File: config.mk
export PLATFORM = sky130hd
export DESIGN_NAME = ebrd_region_decode
export DESIGN_NICKNAME = d
export VERILOG_FILES = /design/src/rtl/ebrd_region_decode.v
export VERILOG_INCLUDE_DIRS = /design/src /design/src/rtl
export SDC_FILE = /design/constraint.sdc
export NUM_CORES = 1
export LEC_CHECK = 0
export ABC_CLOCK_PERIOD_IN_PS = 4700
export BUFFER_PORTS_ARGS = -buffer_cell sky130_fd_sc_hd__buf_2
export CORE_UTILIZATION = 55
export CTS_CLUSTER_DIAMETER = 150
export DETAILED_ROUTE_END_ITERATION = 10
export PLACE_DENSITY = 0.87
export SLEW_MARGIN = 20
export SYNTH_ARGS = -nofsm -noshare
export SYNTH_HDL_FRONTEND = slang
export SYNTH_SLANG_ARGS = --single-unit
File: constraint.sdc
create_clock -name pclk -period 4.7 [get_ports pclk]
set_input_delay 0.235 -clock pclk [delete_from_list [all_inputs] [get_ports pclk]]
set_output_delay 0.235 -clock pclk [all_outputs]
set_load 0.03 [all_outputs]
File: src/rtl/ebrd_consts.vh
// Offsets, field positions, reset values and segment codes of the region decoder
`ifndef EBRD_CONSTS_VH
`define EBRD_CONSTS_VH

// Register byte offsets (APB, one word each)
`define EBRD_OFS_ADDSEL0   12'h000
`define EBRD_OFS_ADDSEL1   12'h004
`define EBRD_OFS_ADDSEL2   12'h008
`define EBRD_OFS_ADDSEL3   12'h00C
`define EBRD_OFS_EMUAS     12'h010
`define EBRD_OFS_BUSCON0   12'h020
`define EBRD_OFS_BUSCON1   12'h024
`define EBRD_OFS_BUSCON2   12'h028
`define EBRD_OFS_BUSCON3   12'h02C
`define EBRD_OFS_EMUBC     12'h030
`define EBRD_OFS_GLOBAL    12'h040
`define EBRD_OFS_STATUS    12'h044

// Address-select fields
`define EBRD_AS_EN_BIT     0
`define EBRD_AS_ALIAS_BIT  1
`define EBRD_AS_LEN_LSB    4
`define EBRD_AS_LEN_MSB    7
`define EBRD_AS_START_LSB  12
`define EBRD_AS_START_MSB  31
`define EBRD_AS_WMASK      32'hFFFF_F0F3

// Bus-control fields
`define EBRD_BC_WREN_BIT   0
`define EBRD_BC_ADDRESS_GENERATION_MODE_LSB   1
`define EBRD_BC_ADDRESS_GENERATION_MODE_MSB   2
`define EBRD_BC_SETUP_BIT  3
`define EBRD_BC_WAITEN_BIT 4
`define EBRD_BC_WAITPOL_BIT 5
`define EBRD_BC_WIDTH_LSB  6
`define EBRD_BC_WIDTH_MSB  7
`define EBRD_BC_ALE_LSB    8
`define EBRD_BC_ALE_MSB    9
`define EBRD_BC_LANE_LSB   10
`define EBRD_BC_LANE_MSB   11
`define EBRD_BC_WRW_LSB    12
`define EBRD_BC_WRW_MSB    14
`define EBRD_BC_RDW_LSB    16
`define EBRD_BC_RDW_MSB    22
`define EBRD_BC_HOLD_LSB   23
`define EBRD_BC_HOLD_MSB   24
`define EBRD_BC_RECOV_LSB  25
`define EBRD_BC_RECOV_MSB  26
`define EBRD_BC_WMUL_LSB   27
`define EBRD_BC_WMUL_MSB   28
`define EBRD_BC_RMUL_LSB   29
`define EBRD_BC_RMUL_MSB   31

// Global settings fields
`define EBRD_GL_MUX_BIT    0

// Reset values: boot region enabled over the lower half of segment 10 (A27 compared as 0)
`define EBRD_RST_ADDSEL0   32'hA000_0001
`define EBRD_RST_ADDSEL    32'h0000_0000
`define EBRD_RST_BUSCON    32'h0000_0001
`define EBRD_RST_GLOBAL    32'h0000_0000

// External segments served
`define EBRD_SEG_CACHED    4'hA
`define EBRD_SEG_ALIAS     4'hB
`define EBRD_SEG_EMU       4'hE

// Compare length limit and fixed compare width
`define EBRD_LEN_MAX       4'hF
`define EBRD_FIXED_MSB     27

`endif

File: src/rtl/ebrd_region_decode.v
// Region decode, chip selects, arbitration and slave-start logic of the external bus unit
//
// Overview of operation
// Four user chip selects, one region each
// Region 0 enabled after reset for boot
// Overlap: lowest numbered region wins alone
// Hold request asserted when idle, then grant asserted
// Ownership request when we want bus back
// External master wins bus, then slave access; slave_start does not check bus_release_grant
// Slave select low plus strobe fall starts
// Fetch indicator low for program fetches
// Five regions, each select/control/chip select
// Accept external segment address only when idle
// Disabled region: chip select off, bus error
// Start bits A31..12, segments 10/11/14
// A31..27 always, then length bits from A26
// Length m gives 2^(27-m) byte region
// Aligned start, low bits form offset
// Alias window in segment 11 when enabled
// Unmatched address: error, no external access
// Demux drives A26..0, mux drives 32 bits
// Region control applied, chip select held
// Control register holds all access fields
// Region chosen once, held until done
`timescale 1ns/1ps
`include "ebrd_consts.vh"

module ebrd_region_decode #(
	parameter NUM_USER = 4
) (
	// Clock and reset
	input  wire        pclk,
	input  wire        presetn,
	// APB register port
	input  wire        psel,
	input  wire        penable,
	input  wire        pwrite,
	input  wire [11:0] paddr,
	input  wire [31:0] pwdata,
	output reg  [31:0] prdata,
	output wire        pready,
	output reg         pslverr,
	// Internal bus request side
	input  wire        req_valid,
	input  wire [31:0] req_addr,
	input  wire        req_write,
	input  wire        req_fetch,
	output wire        req_ready,
	input  wire        acc_done,
	output reg         resp_done,
	output reg         resp_error,
	// Region selects and held settings
	output reg  [3:0]  user_chip_select_n,
	output reg         emulator_region_select_n,
	output reg  [31:0] sel_bus_control,
	output reg  [2:0]  sel_region,
	output reg         access_active,
	output reg  [31:0] ext_addr,
	output reg         fetch_indicator,
	// External bus arbitration
	input  wire        hold_request_n,
	output reg         bus_release_grant,
	output reg         ownership_request,
	// External master access into the chip
	input  wire        internal_bus_slave_select_n,
	input  wire        rd_n,
	input  wire        wr_n,
	input  wire [31:0] ext_addr_in,
	output reg         slave_start,
	output reg         slave_write,
	output reg  [31:0] slave_addr
);

	// Access states
	localparam ST_IDLE = 2'd0;
	localparam ST_ACC  = 2'd1;
	localparam ST_ERR  = 2'd2;

	// Region codes as shown on sel_region
	localparam REG_EMU = 3'd4;
	localparam REG_NONE = 3'd7;

	// Register file: four user regions, then the emulator region
	reg [31:0] addsel_r [0:4];
	reg [31:0] buscon_r [0:4];
	// Global settings and access state
	reg [31:0] global_r;
	reg [1:0]  state_r;
	reg [1:0]  state_nxt;
	// Strobe history for fall detection
	reg        rd_n_q_r;
	reg        wr_n_q_r;
	// Combinational decode results
	reg [2:0]  hit;
	reg        seg_ok;
	integer    k;

	// Start bits valid only in an external segment
	function seg_valid;
		input [3:0] seg;
		begin
			seg_valid = (seg == `EBRD_SEG_CACHED) || (seg == `EBRD_SEG_ALIAS) || (seg == `EBRD_SEG_EMU);
		end
	endfunction

	// Compare address against one region, main window and alias window
	function region_match;
		input [31:0] a;
		input [31:0] as;
		reg   [3:0]  len;
		reg          main_ok;
		reg          alias_ok;
		integer      i;
		begin
			len = as[`EBRD_AS_LEN_MSB:`EBRD_AS_LEN_LSB];
			main_ok = (a[31:`EBRD_FIXED_MSB] == as[31:`EBRD_FIXED_MSB]);
			alias_ok = (a[31:28] == `EBRD_SEG_ALIAS) && (a[27] == as[27]) && as[`EBRD_AS_ALIAS_BIT];
			// Length m compares m bits down from A26; rest is offset
			for (i = 26; i >= 12; i = i - 1) begin
				if ((26 - i) < len && a[i] != as[i]) begin
					main_ok = 1'b0;
					alias_ok = 1'b0;
				end
			end
			region_match = seg_valid(as[31:28]) && (main_ok || alias_ok);
		end
	endfunction

	// Priority search, first match wins even if disabled
	always @* begin
		hit = REG_NONE;
		for (k = 4; k >= 0; k = k - 1) begin
			if (region_match(req_addr, addsel_r[k])) begin
				hit = k[2:0];
			end
		end
		seg_ok = seg_valid(req_addr[31:28]);
	end

	assign req_ready = (state_r == ST_IDLE) && !bus_release_grant;

	// Access state sequence
	always @* begin
		state_nxt = state_r;
		case (state_r)
			// Take a request in an external segment
			ST_IDLE: begin
				if (req_valid && req_ready && seg_ok) begin
					if (hit == REG_NONE || !addsel_r[hit][`EBRD_AS_EN_BIT])
						state_nxt = ST_ERR;
					else if (req_write && !buscon_r[hit][`EBRD_BC_WREN_BIT])
						state_nxt = ST_ERR;
					else
						state_nxt = ST_ACC;
				end
			end
			// Hold until the far side ends the access
			ST_ACC: begin
				if (acc_done)
					state_nxt = ST_IDLE;
			end
			// One cycle before the error answer
			ST_ERR: begin
				state_nxt = ST_IDLE;
			end
			default: begin
				state_nxt = ST_IDLE;
			end
		endcase
	end

	// Access state register
	always @(posedge pclk or negedge presetn) begin
		if (!presetn) begin
			state_r <= ST_IDLE;
		end else begin
			state_r <= state_nxt;
		end
	end

	// Region, chip select and settings latched at request take
	always @(posedge pclk or negedge presetn) begin
		if (!presetn) begin
			user_chip_select_n <= 4'hF;
			emulator_region_select_n <= 1'b1;
			sel_bus_control <= 32'h0000_0000;
			sel_region <= REG_NONE;
			access_active <= 1'b0;
			ext_addr <= 32'h0000_0000;
			fetch_indicator <= 1'b1;
			resp_done <= 1'b0;
			resp_error <= 1'b0;
		end else begin
			resp_done <= 1'b0;
			resp_error <= 1'b0;
			if (state_r == ST_IDLE && state_nxt == ST_ACC) begin
				sel_region <= hit;
				sel_bus_control <= buscon_r[hit];
				access_active <= 1'b1;
				fetch_indicator <= !req_fetch;
				if (hit == REG_EMU)
					emulator_region_select_n <= 1'b0;
				else
					user_chip_select_n <= ~(4'h1 << hit[1:0]);
				if (global_r[`EBRD_GL_MUX_BIT])
					ext_addr <= req_addr;
				else
					ext_addr <= {5'h00, req_addr[26:0]};
			end else if (state_r == ST_IDLE && state_nxt == ST_ERR) begin
				sel_region <= REG_NONE;
			end
			if (state_r == ST_ACC && acc_done) begin
				user_chip_select_n <= 4'hF;
				emulator_region_select_n <= 1'b1;
				access_active <= 1'b0;
				fetch_indicator <= 1'b1;
				resp_done <= 1'b1;
			end
			if (state_r == ST_ERR) begin
				resp_done <= 1'b1;
				resp_error <= 1'b1;
			end
		end
	end

	// External bus arbitration
	always @(posedge pclk or negedge presetn) begin
		if (!presetn) begin
			bus_release_grant <= 1'b0;
			ownership_request <= 1'b0;
		end else begin
			// Release only when idle and nothing external is pending
			if (!hold_request_n && state_r == ST_IDLE && !(req_valid && seg_ok)) begin
				bus_release_grant <= 1'b1;
			end else if (hold_request_n) begin
				bus_release_grant <= 1'b0;
			end
			// Ask for the bus back while a request waits
			ownership_request <= bus_release_grant && !hold_request_n && req_valid && seg_ok;
		end
	end

	// Slave access start on strobe fall
	always @(posedge pclk or negedge presetn) begin
		if (!presetn) begin
			rd_n_q_r <= 1'b1;
			wr_n_q_r <= 1'b1;
			slave_start <= 1'b0;
			slave_write <= 1'b0;
			slave_addr <= 32'h0000_0000;
		end else begin
			rd_n_q_r <= rd_n;
			wr_n_q_r <= wr_n;
			slave_start <= 1'b0;
			// Select stays live even as general pin
			if (!internal_bus_slave_select_n && ((rd_n_q_r && !rd_n) || (wr_n_q_r && !wr_n))) begin
				slave_start <= 1'b1;
				slave_write <= wr_n_q_r && !wr_n;
				slave_addr <= ext_addr_in;
			end
		end
	end

	// APB register writes
	always @(posedge pclk or negedge presetn) begin
		if (!presetn) begin
			addsel_r[0] <= `EBRD_RST_ADDSEL0;
			addsel_r[1] <= `EBRD_RST_ADDSEL;
			addsel_r[2] <= `EBRD_RST_ADDSEL;
			addsel_r[3] <= `EBRD_RST_ADDSEL;
			addsel_r[4] <= `EBRD_RST_ADDSEL;
			buscon_r[0] <= `EBRD_RST_BUSCON;
			buscon_r[1] <= `EBRD_RST_BUSCON;
			buscon_r[2] <= `EBRD_RST_BUSCON;
			buscon_r[3] <= `EBRD_RST_BUSCON;
			buscon_r[4] <= `EBRD_RST_BUSCON;
			global_r <= `EBRD_RST_GLOBAL;
		end else if (psel && penable && pwrite) begin
			case (paddr)
				// Address selects, unused bits forced to zero
				`EBRD_OFS_ADDSEL0: begin
					addsel_r[0] <= pwdata & `EBRD_AS_WMASK;
				end
				`EBRD_OFS_ADDSEL1: begin
					addsel_r[1] <= pwdata & `EBRD_AS_WMASK;
				end
				`EBRD_OFS_ADDSEL2: begin
					addsel_r[2] <= pwdata & `EBRD_AS_WMASK;
				end
				`EBRD_OFS_ADDSEL3: begin
					addsel_r[3] <= pwdata & `EBRD_AS_WMASK;
				end
				`EBRD_OFS_EMUAS: begin
					addsel_r[4] <= pwdata & `EBRD_AS_WMASK;
				end
				// Bus controls, every field stored
				`EBRD_OFS_BUSCON0: begin
					buscon_r[0] <= pwdata;
				end
				`EBRD_OFS_BUSCON1: begin
					buscon_r[1] <= pwdata;
				end
				`EBRD_OFS_BUSCON2: begin
					buscon_r[2] <= pwdata;
				end
				`EBRD_OFS_BUSCON3: begin
					buscon_r[3] <= pwdata;
				end
				`EBRD_OFS_EMUBC: begin
					buscon_r[4] <= pwdata;
				end
				// Global settings, mux mode bit only
				`EBRD_OFS_GLOBAL: begin
					global_r <= pwdata & 32'h0000_0001;
				end
				default: begin
				end
			endcase
		end
	end

	assign pready = 1'b1;

	// APB read mux and unmapped error
	always @* begin
		prdata = 32'h0000_0000;
		pslverr = 1'b0;
		case (paddr)
			// Address selects
			`EBRD_OFS_ADDSEL0: begin
				prdata = addsel_r[0];
			end
			`EBRD_OFS_ADDSEL1: begin
				prdata = addsel_r[1];
			end
			`EBRD_OFS_ADDSEL2: begin
				prdata = addsel_r[2];
			end
			`EBRD_OFS_ADDSEL3: begin
				prdata = addsel_r[3];
			end
			`EBRD_OFS_EMUAS: begin
				prdata = addsel_r[4];
			end
			// Bus controls
			`EBRD_OFS_BUSCON0: begin
				prdata = buscon_r[0];
			end
			`EBRD_OFS_BUSCON1: begin
				prdata = buscon_r[1];
			end
			`EBRD_OFS_BUSCON2: begin
				prdata = buscon_r[2];
			end
			`EBRD_OFS_BUSCON3: begin
				prdata = buscon_r[3];
			end
			`EBRD_OFS_EMUBC: begin
				prdata = buscon_r[4];
			end
			// Global settings and live status
			`EBRD_OFS_GLOBAL: begin
				prdata = global_r;
			end
			`EBRD_OFS_STATUS: begin
				prdata = {24'h00_0000, ownership_request, bus_release_grant, sel_region, 1'b0, state_r};
			end
			default:           pslverr = psel && penable;
		endcase
	end

endmodule // ebrd_region_decode

Word level (Yosys, flattened, before mapping)
Cells that the tools add are included.
{"block": "word_totals", "ff_bits": 407, "input_bits": 121, "output_inout_bits": 147, "elab_cells": 571}
{"block": "classes", "order_cmp": 76, "n_eq_ne": 121, "n_shift": 1, "mux": 187, "bitwise": 2, "reduce_logical": 156}
{"operator": "32-bit one-hot mux with 12 select lines", "n": 1}
{"operator": "32-bit binary-select mux with 3-bit select", "n": 2}
{"operator": "1-bit two-way mux", "n": 166}
{"operator": "4-bit less-than comparator, first input constant", "n": 35}
{"operator": "1-bit logical AND", "n": 108}
{"operator": "32-bit two-way mux", "n": 3}
{"operator": "3-bit by 4-bit less-than comparator with 1-bit output, first input constant", "n": 20}
{"operator": "1-bit != test", "n": 75}
{"operator": "4-bit == test, second input constant", "n": 18}
{"operator": "12-bit by 6-bit == test with 1-bit output, second input constant", "n": 5}
{"operator": "1-bit by 4-bit less-than comparator with 1-bit output, first input constant", "n": 10}
{"operator": "2-bit by 4-bit less-than comparator with 1-bit output, first input constant", "n": 10}
{"operator": "2-bit AND reduction", "n": 13}
{"operator": "5-bit == test", "n": 5}
{"operator": "12-bit by 4-bit == test with 1-bit output, second input constant", "n": 2}
{"operator": "12-bit by 7-bit == test with 1-bit output, second input constant", "n": 2}
{"operator": "1-bit logical OR", "n": 19}
{"operator": "3-bit two-way mux", "n": 6}
{"operator": "12-bit by 3-bit == test with 1-bit output, second input constant", "n": 1}
{"operator": "12-bit by 5-bit == test with 1-bit output, second input constant", "n": 1}
{"operator": "12-bit logical NOT", "n": 1}
{"operator": "4-bit two-way mux", "n": 3}
{"operator": "12-bit OR reduction", "n": 1}
{"operator": "2-bit two-way mux", "n": 5}
{"operator": "13 further kinds", "n": 31}

Logic depth before layout (Yosys ltp)
{"block": "depth", "word_depth": 39, "depth_mapped": 14, "depth_no_buf": 10}

Least setup slack after synthesis
No wires, ideal clock.
{"block": "synth_timing", "path_kind": "flip-flop to flip-flop", "from": "register addsel_r[101] in the netlist's numbering", "to": "register sel_bus_control[10]", "setup_time_ps": 125, "t_arrival_ps": 3119, "t_required_ps": 4575, "setup_slack_ps": 1456, "stages_incl_launch_ff": 15, "path_buffers": 4, "synth_period_minus_slack_ps": 3244, "path_cell_list": "dfrtp_1 buf_2 or2_0 a211oi_1 nor4_1 a2111o_1 or2_0 clkbuf_1 a311o_1 a221oi_2 nand2_2 nand3_4 buf_6 buf_12 mux2_4"}
{"block": "synth_via", "elab_chain_len": 33, "word_cells_on_any_way": 82, "cone_classes": "15 x order compare; 2 x eq/ne; 42 x mux; 1 x bitwise; 22 x reduce/logical"}
{"item": "start: declaration", "line_no": "ebrd_region_decode.v:84", "rtl": "reg [31:0] addsel_r [0:4];"}
{"item": "1-bit by 4-bit less-than comparator with 1-bit output", "line_no": "ebrd_region_decode.v:120", "rtl": "if ((26 - i) < len && a[i] != as[i]) begin"}
{"item": "1-bit logical AND", "line_no": "ebrd_region_decode.v:120"}
{"item": "1-bit two-way mux (15 in a row)", "line_no": "ebrd_region_decode.v:120"}
{"item": "1-bit logical OR (*)", "line_no": "ebrd_region_decode.v:125", "rtl": "region_match = seg_valid(as[31:28]) && (main_ok || alias_ok);"}
{"item": "1-bit logical AND (*)", "line_no": "ebrd_region_decode.v:125"}
{"item": "3-bit two-way mux (*) (2 in a row)", "line_no": "ebrd_region_decode.v:133", "rtl": "if (region_match(req_addr, addsel_r[k])) begin"}
{"item": "3-bit NOT with 4-bit output (not written as such)", "line_no": "ebrd_region_decode.v:149, ebrd_region_decode.v:151, ebrd_region_decode.v:198"}
{"item": "32-bit binary-select mux with 3-bit select", "line_no": "ebrd_region_decode.v:151, ebrd_region_decode.v:198"}
{"item": "32-bit two-way mux (not written as such) (2 in a row)", "line_no": "ebrd_region_decode.v:198", "rtl": "sel_bus_control <= buscon_r[hit];"}
{"item": "1-bit logical NOT", "line_no": "ebrd_region_decode.v:151", "rtl": "else if (req_write && !buscon_r[hit][`EBRD_BC_WREN_BIT])"}
{"item": "1-bit logical AND", "line_no": "ebrd_region_decode.v:151"}
{"item": "2-bit two-way mux", "line_no": "ebrd_region_decode.v:151"}
{"item": "2-bit two-way mux", "line_no": "ebrd_region_decode.v:149", "rtl": "if (hit == REG_NONE || !addsel_r[hit][`EBRD_AS_EN_BIT])"}
{"item": "2-bit two-way mux", "line_no": "ebrd_region_decode.v:148", "rtl": "if (req_valid && req_ready && seg_ok) begin"}
{"item": "2-bit one-hot mux with 2 select lines", "line_no": "ebrd_region_decode.v:145", "rtl": "case (state_r)"}
{"item": "2-bit by 1-bit == test with 1-bit output", "line_no": "ebrd_region_decode.v:196", "rtl": "if (state_r == ST_IDLE && state_nxt == ST_ACC) begin"}
{"item": "1-bit logical AND", "line_no": "ebrd_region_decode.v:196"}
{"item": "end signal: assignment", "line_no": "ebrd_region_decode.v:198"}
{"item": "end: declaration", "line_no": "ebrd_region_decode.v:55", "rtl": "output reg [31:0] sel_bus_control,"}
Every way passes the cells marked *; elsewhere a longest branch is shown, timed or not. The select of a mux whose other input is x is not followed.
A chain may end at the register's enable or synchronous reset.

Worst setup path after layout
{"block": "layout_timing", "from": "register addsel_r[37] in the netlist's numbering", "to": "register ext_addr[19]"}
{"block": "layout_via", "elab_chain_len": 35, "word_cells_on_any_way": 84, "cone_classes": "15 x order compare; 2 x eq/ne; 44 x mux; 1 x bitwise; 22 x reduce/logical"}
{"item": "1-bit by 4-bit less-than comparator with 1-bit output", "line_no": "ebrd_region_decode.v:120"}
{"item": "1-bit logical AND", "line_no": "ebrd_region_decode.v:120"}
{"item": "1-bit two-way mux (15 in a row)", "line_no": "ebrd_region_decode.v:120"}
{"item": "1-bit logical OR (*)", "line_no": "ebrd_region_decode.v:125"}
{"item": "1-bit logical AND (*)", "line_no": "ebrd_region_decode.v:125"}
{"item": "3-bit two-way mux (*) (4 in a row)", "line_no": "ebrd_region_decode.v:133"}
{"item": "3-bit NOT with 4-bit output (not written as such)", "line_no": "ebrd_region_decode.v:149, ebrd_region_decode.v:151"}
{"item": "32-bit binary-select mux with 3-bit select", "line_no": "ebrd_region_decode.v:151"}
{"item": "32-bit two-way mux (2 in a row)"}
{"item": "1-bit logical NOT", "line_no": "ebrd_region_decode.v:151"}
{"item": "1-bit logical AND", "line_no": "ebrd_region_decode.v:151"}
{"item": "2-bit two-way mux", "line_no": "ebrd_region_decode.v:151"}
{"item": "2-bit two-way mux (*)", "line_no": "ebrd_region_decode.v:149"}
{"item": "2-bit two-way mux (*)", "line_no": "ebrd_region_decode.v:148"}
{"item": "2-bit one-hot mux with 2 select lines (*)", "line_no": "ebrd_region_decode.v:145"}
{"item": "2-bit by 1-bit == test with 1-bit output (*)", "line_no": "ebrd_region_decode.v:196"}
{"item": "1-bit logical AND (*)", "line_no": "ebrd_region_decode.v:196"}
{"item": "end signal: assignment", "line_no": "ebrd_region_decode.v:206", "rtl": "ext_addr <= req_addr;"}
{"item": "end signal: assignment", "line_no": "ebrd_region_decode.v:208", "rtl": "ext_addr <= {5'h00, req_addr[26:0]};"}
{"item": "end: declaration", "line_no": "ebrd_region_decode.v:58", "rtl": "output reg [31:0] ext_addr,"}
Marked as above.

==> flow_metrics.py <==
metrics = {
    "status": {
        "outcome": "finished clean",
    },
    "sta": {
        "final-setup-viol-count": 0,
        "hold_viol_final": 0,
        "max_freq_mhz": 240,
        "fin_skew_ps": 26.9,
        "max_slew_margin_pct": 19.9,
        "timing.hold.ws_ps": 25.8,
        "rsz0062_at_grt": "false",
        "fin_crit_sh_pct": 88.7,
        "tightest_slew_ps": 1200,
        "fin_setup_tns_ps": 0,
        "finalMaxSlewViolations": 0,
        "period_minus_slack_ps": 4170,
    },
    "setup_path": {
        "ff2ff_path_depth": 11,
        "cp.required_ps": 5170,
        "cp.buffers_inverters": 1,
        "crit_path_top_delay_cell": "a2111oi_4",
        "crit_arrival_ps": 4640,
        "crit_fanout": 18,
        "cpLargestDelayFamily": "compound AO/OA/AOI/OAI gates",
        "r2r-end": "ext_addr[19]",
        "max_stage_delay_ps": 630,
        "crit_type": "reg2reg",
        "worstReg2RegStart": "addsel_r[37]",
        "r2r_slack_ps": 530,
        "cp-start-kind": "flop",
        "crit_chain": "a211oi_2, o22ai_1, or4_4, a2111oi_4, a21oi_2, and2_1, a221oi_2, nand2_2, nand3_4, buf_4, mux2_2",
        "endpoint_kind": "flop",
    },
    "worst_hold_path": {
        "hold_class": "in2reg",
        "worst_hold_path.endpoint": "buscon_r[59]",
        "hold_start": "pwdata[27]",
        "worstHoldPathCells": 2,
    },
    "clock_network": {
        "clkSinkCount": 407,
        "clockBufferDepth": 3,
        "insertion_delay_ps": 590,
        "cts_root_buffer": "clkbuf_16",
        "cts_buffers": 44,
        "post_cts_buffers": 0,
        "path_clk_slew_ps": 60,
        "cts_tree": "done",
        "cts_htree_levels": 2,
    },
    "global_route": {
        "track_usage_pct": 33.4,
        "antenna_found_initial": 1,
        "grt_pass1_vias": 16455,
        "overflow": 0,
        "grt_max_degree": 153,
        "grt_pass1_wl_um": 97400,
    },
    "yosys": {
        "yosysMostFrequentCell": "dfrtp_1",
        "synth_flop_cell": "dfrtp_1",
        "synth-edff-count": 0,
        "synth-async-reset-ratio_pct": 100,
        "synth_top_area_share_pct": 47.4,
        "yosys-top-cells-area": "dfrtp_1, mux2_2, mux2i_1",
        "synth_area_mm2": 0.0205,
        "ys_seq_area_share_pct": 49.9,
        "yosysUniqueCellTypes": 74,
        "ys_ff_latch": 407,
        "syn_area_per_cell_um2": 12.0,
        "syn-instance-count": 1699,
        "synth_top_cell_by_area": "dfrtp_1",
        "synthesis.nets": 1820,
        "yosysWarnings": 0,
        "synthTopCellsByCount": "dfrtp_1, mux2_2, clkbuf_1",
    },
    "routing": {
        "viasPerCell": 6.43,
        "ant_nets": 0,
        "wire_per_inst_um": 25.7,
        "wirelength_um": 63100,
        "drt_iter0_drc": 1415,
        "drt_pre_antenna_iters": 6,
        "drc_errors": 0,
        "vias": 15794,
    },
    "place": {
        "portBuffers": 266,
        "dp_hpwl_um": 41700,
        "gp_congestion": 1.04,
    },
    "die": {
        "dieArea_mm2": 0.0380,
        "rows": 70,
        "die-height_um": 195,
        "core_area_mm2": 0.0366,
        "num_io_pins": 268,
        "die_x_um": 195,
        "initial_utilization_pct": 55.9,
    },
    "pwr": {
        "leakagePower_uw": 0.0120,
        "ir_drop_mv": 0.323,
        "power_density_mw_per_mm2": 320,
        "power_uw": 7750,
    },
    "finish": {
        "drive_above_1_share_pct": 40.5,
        "final_nets": 2074,
        "antenna_cells": 0,
        "syn_to_final_growth_pct": 18.2,
    },
    "run": {
        "cap_viol_max_count": 0,
    },
}
==> routing by layer <==
layer / global-route usage [%] / routed length, um
met4: 12.7 / 2320
met1: 44.5 / 25500
met2: 54.4 / 29700
met3: 6.35 / 5540
met5: 0 / 15
==> where the power goes <==
part | switching (uW) | internal, uW | total (uW)
Combinational | 398 | 207 | 605
Sequential | 44.4 | 3570 | 3620
Clock | 1490 | 2040 | 3530
==> stage by stage <==
step                      utilization [%]  std cells  instance area (um^2)  setup WS (ps)
after floorplan                         -       1699                 20500           1460
after global placement               60.5       2315                 22100            733
after detailed placement             60.5       2315                 22100            628
after CTS                            66.1       2455                 24200            586
after global routing                 66.1       2455                 24200            379
final                                66.1       2455                 24200            530
==> flip-flops by register name, indices dropped and copies added (netlist names), 2 cells and up <==
| register | flops |
|---|---|
| state_r | 2 |
| buscon_r | 160 |
| user_chip_select_n | 4 |
| sel_bus_control | 32 |
| region_match.as | 26 |
| ext_addr | 32 |
| slave_addr | 32 |
| sel_region | 3 |
| addsel_r | 104 |
==> cells by family after synthesis <==
kind of cell	synth area share [%]
AND/OR/NAND/NOR	6.05
other	0.0183
flip-flops	49.9
AO/OA/AOI/OAI	11.4
multiplexers	24.7
buffers and inverters	3.59
XOR/XNOR	4.32
==> cell usage in the layout, fill, tap and decap left out, types with 37 or more instances in the layout <==
| master | netlist | final |
|---|---|---|
| dfrtp_1 | 388 | 388 |
| mux2_2 | 357 | 357 |
| mux2i_1 | 69 | 69 |
| nand2_1 | 69 | 67 |
| nor2_1 | 39 | 37 |
| dlygate4sd3_1 | 0 | 60 |
| clkbuf_16 | 0 | 46 |
| buf_2 | 11 | 265 |
| a21oi_1 | 66 | 64 |
| xor2_1 | 44 | 44 |
| xnor2_1 | 57 | 57 |
| a22o_1 | 37 | 37 |
| o21ai_0 | 59 | 59 |
| o22ai_1 | 39 | 39 |
==> area by class of cell <==
class	count	area (um^2)
Clock buffer	53	1190
Clock inverter	27	272
Fill cell	2662	12400
Inverter	18	67.6
Multi-Input combinational cell	1120	9600
Sequential cell	407	10200
Tap cell	468	586
Timing Repair Buffer	362	2270
==> worst max path at each step <==
stage,start,end,slack [ps],cells past startpoint
detailed placement,addsel_r[38],ext_addr[15],630,11
global route,addsel_r[37],ext_addr[14],380,11
global placement,addsel_r[38],ext_addr[22],730,11
finish,addsel_r[37],ext_addr[19],530,11
floorplan,addsel_r[101],sel_bus_control[10],1460,14
CTS,addsel_r[37],ext_addr[13],590,11
==> what timing repair did <==
action,in CTS,in global routing
gates resized for setup,0,0
hold buffers,60,0
endpoints found under the hold margin,180,0
No activity file was read; power rests on OpenSTA's default activity.
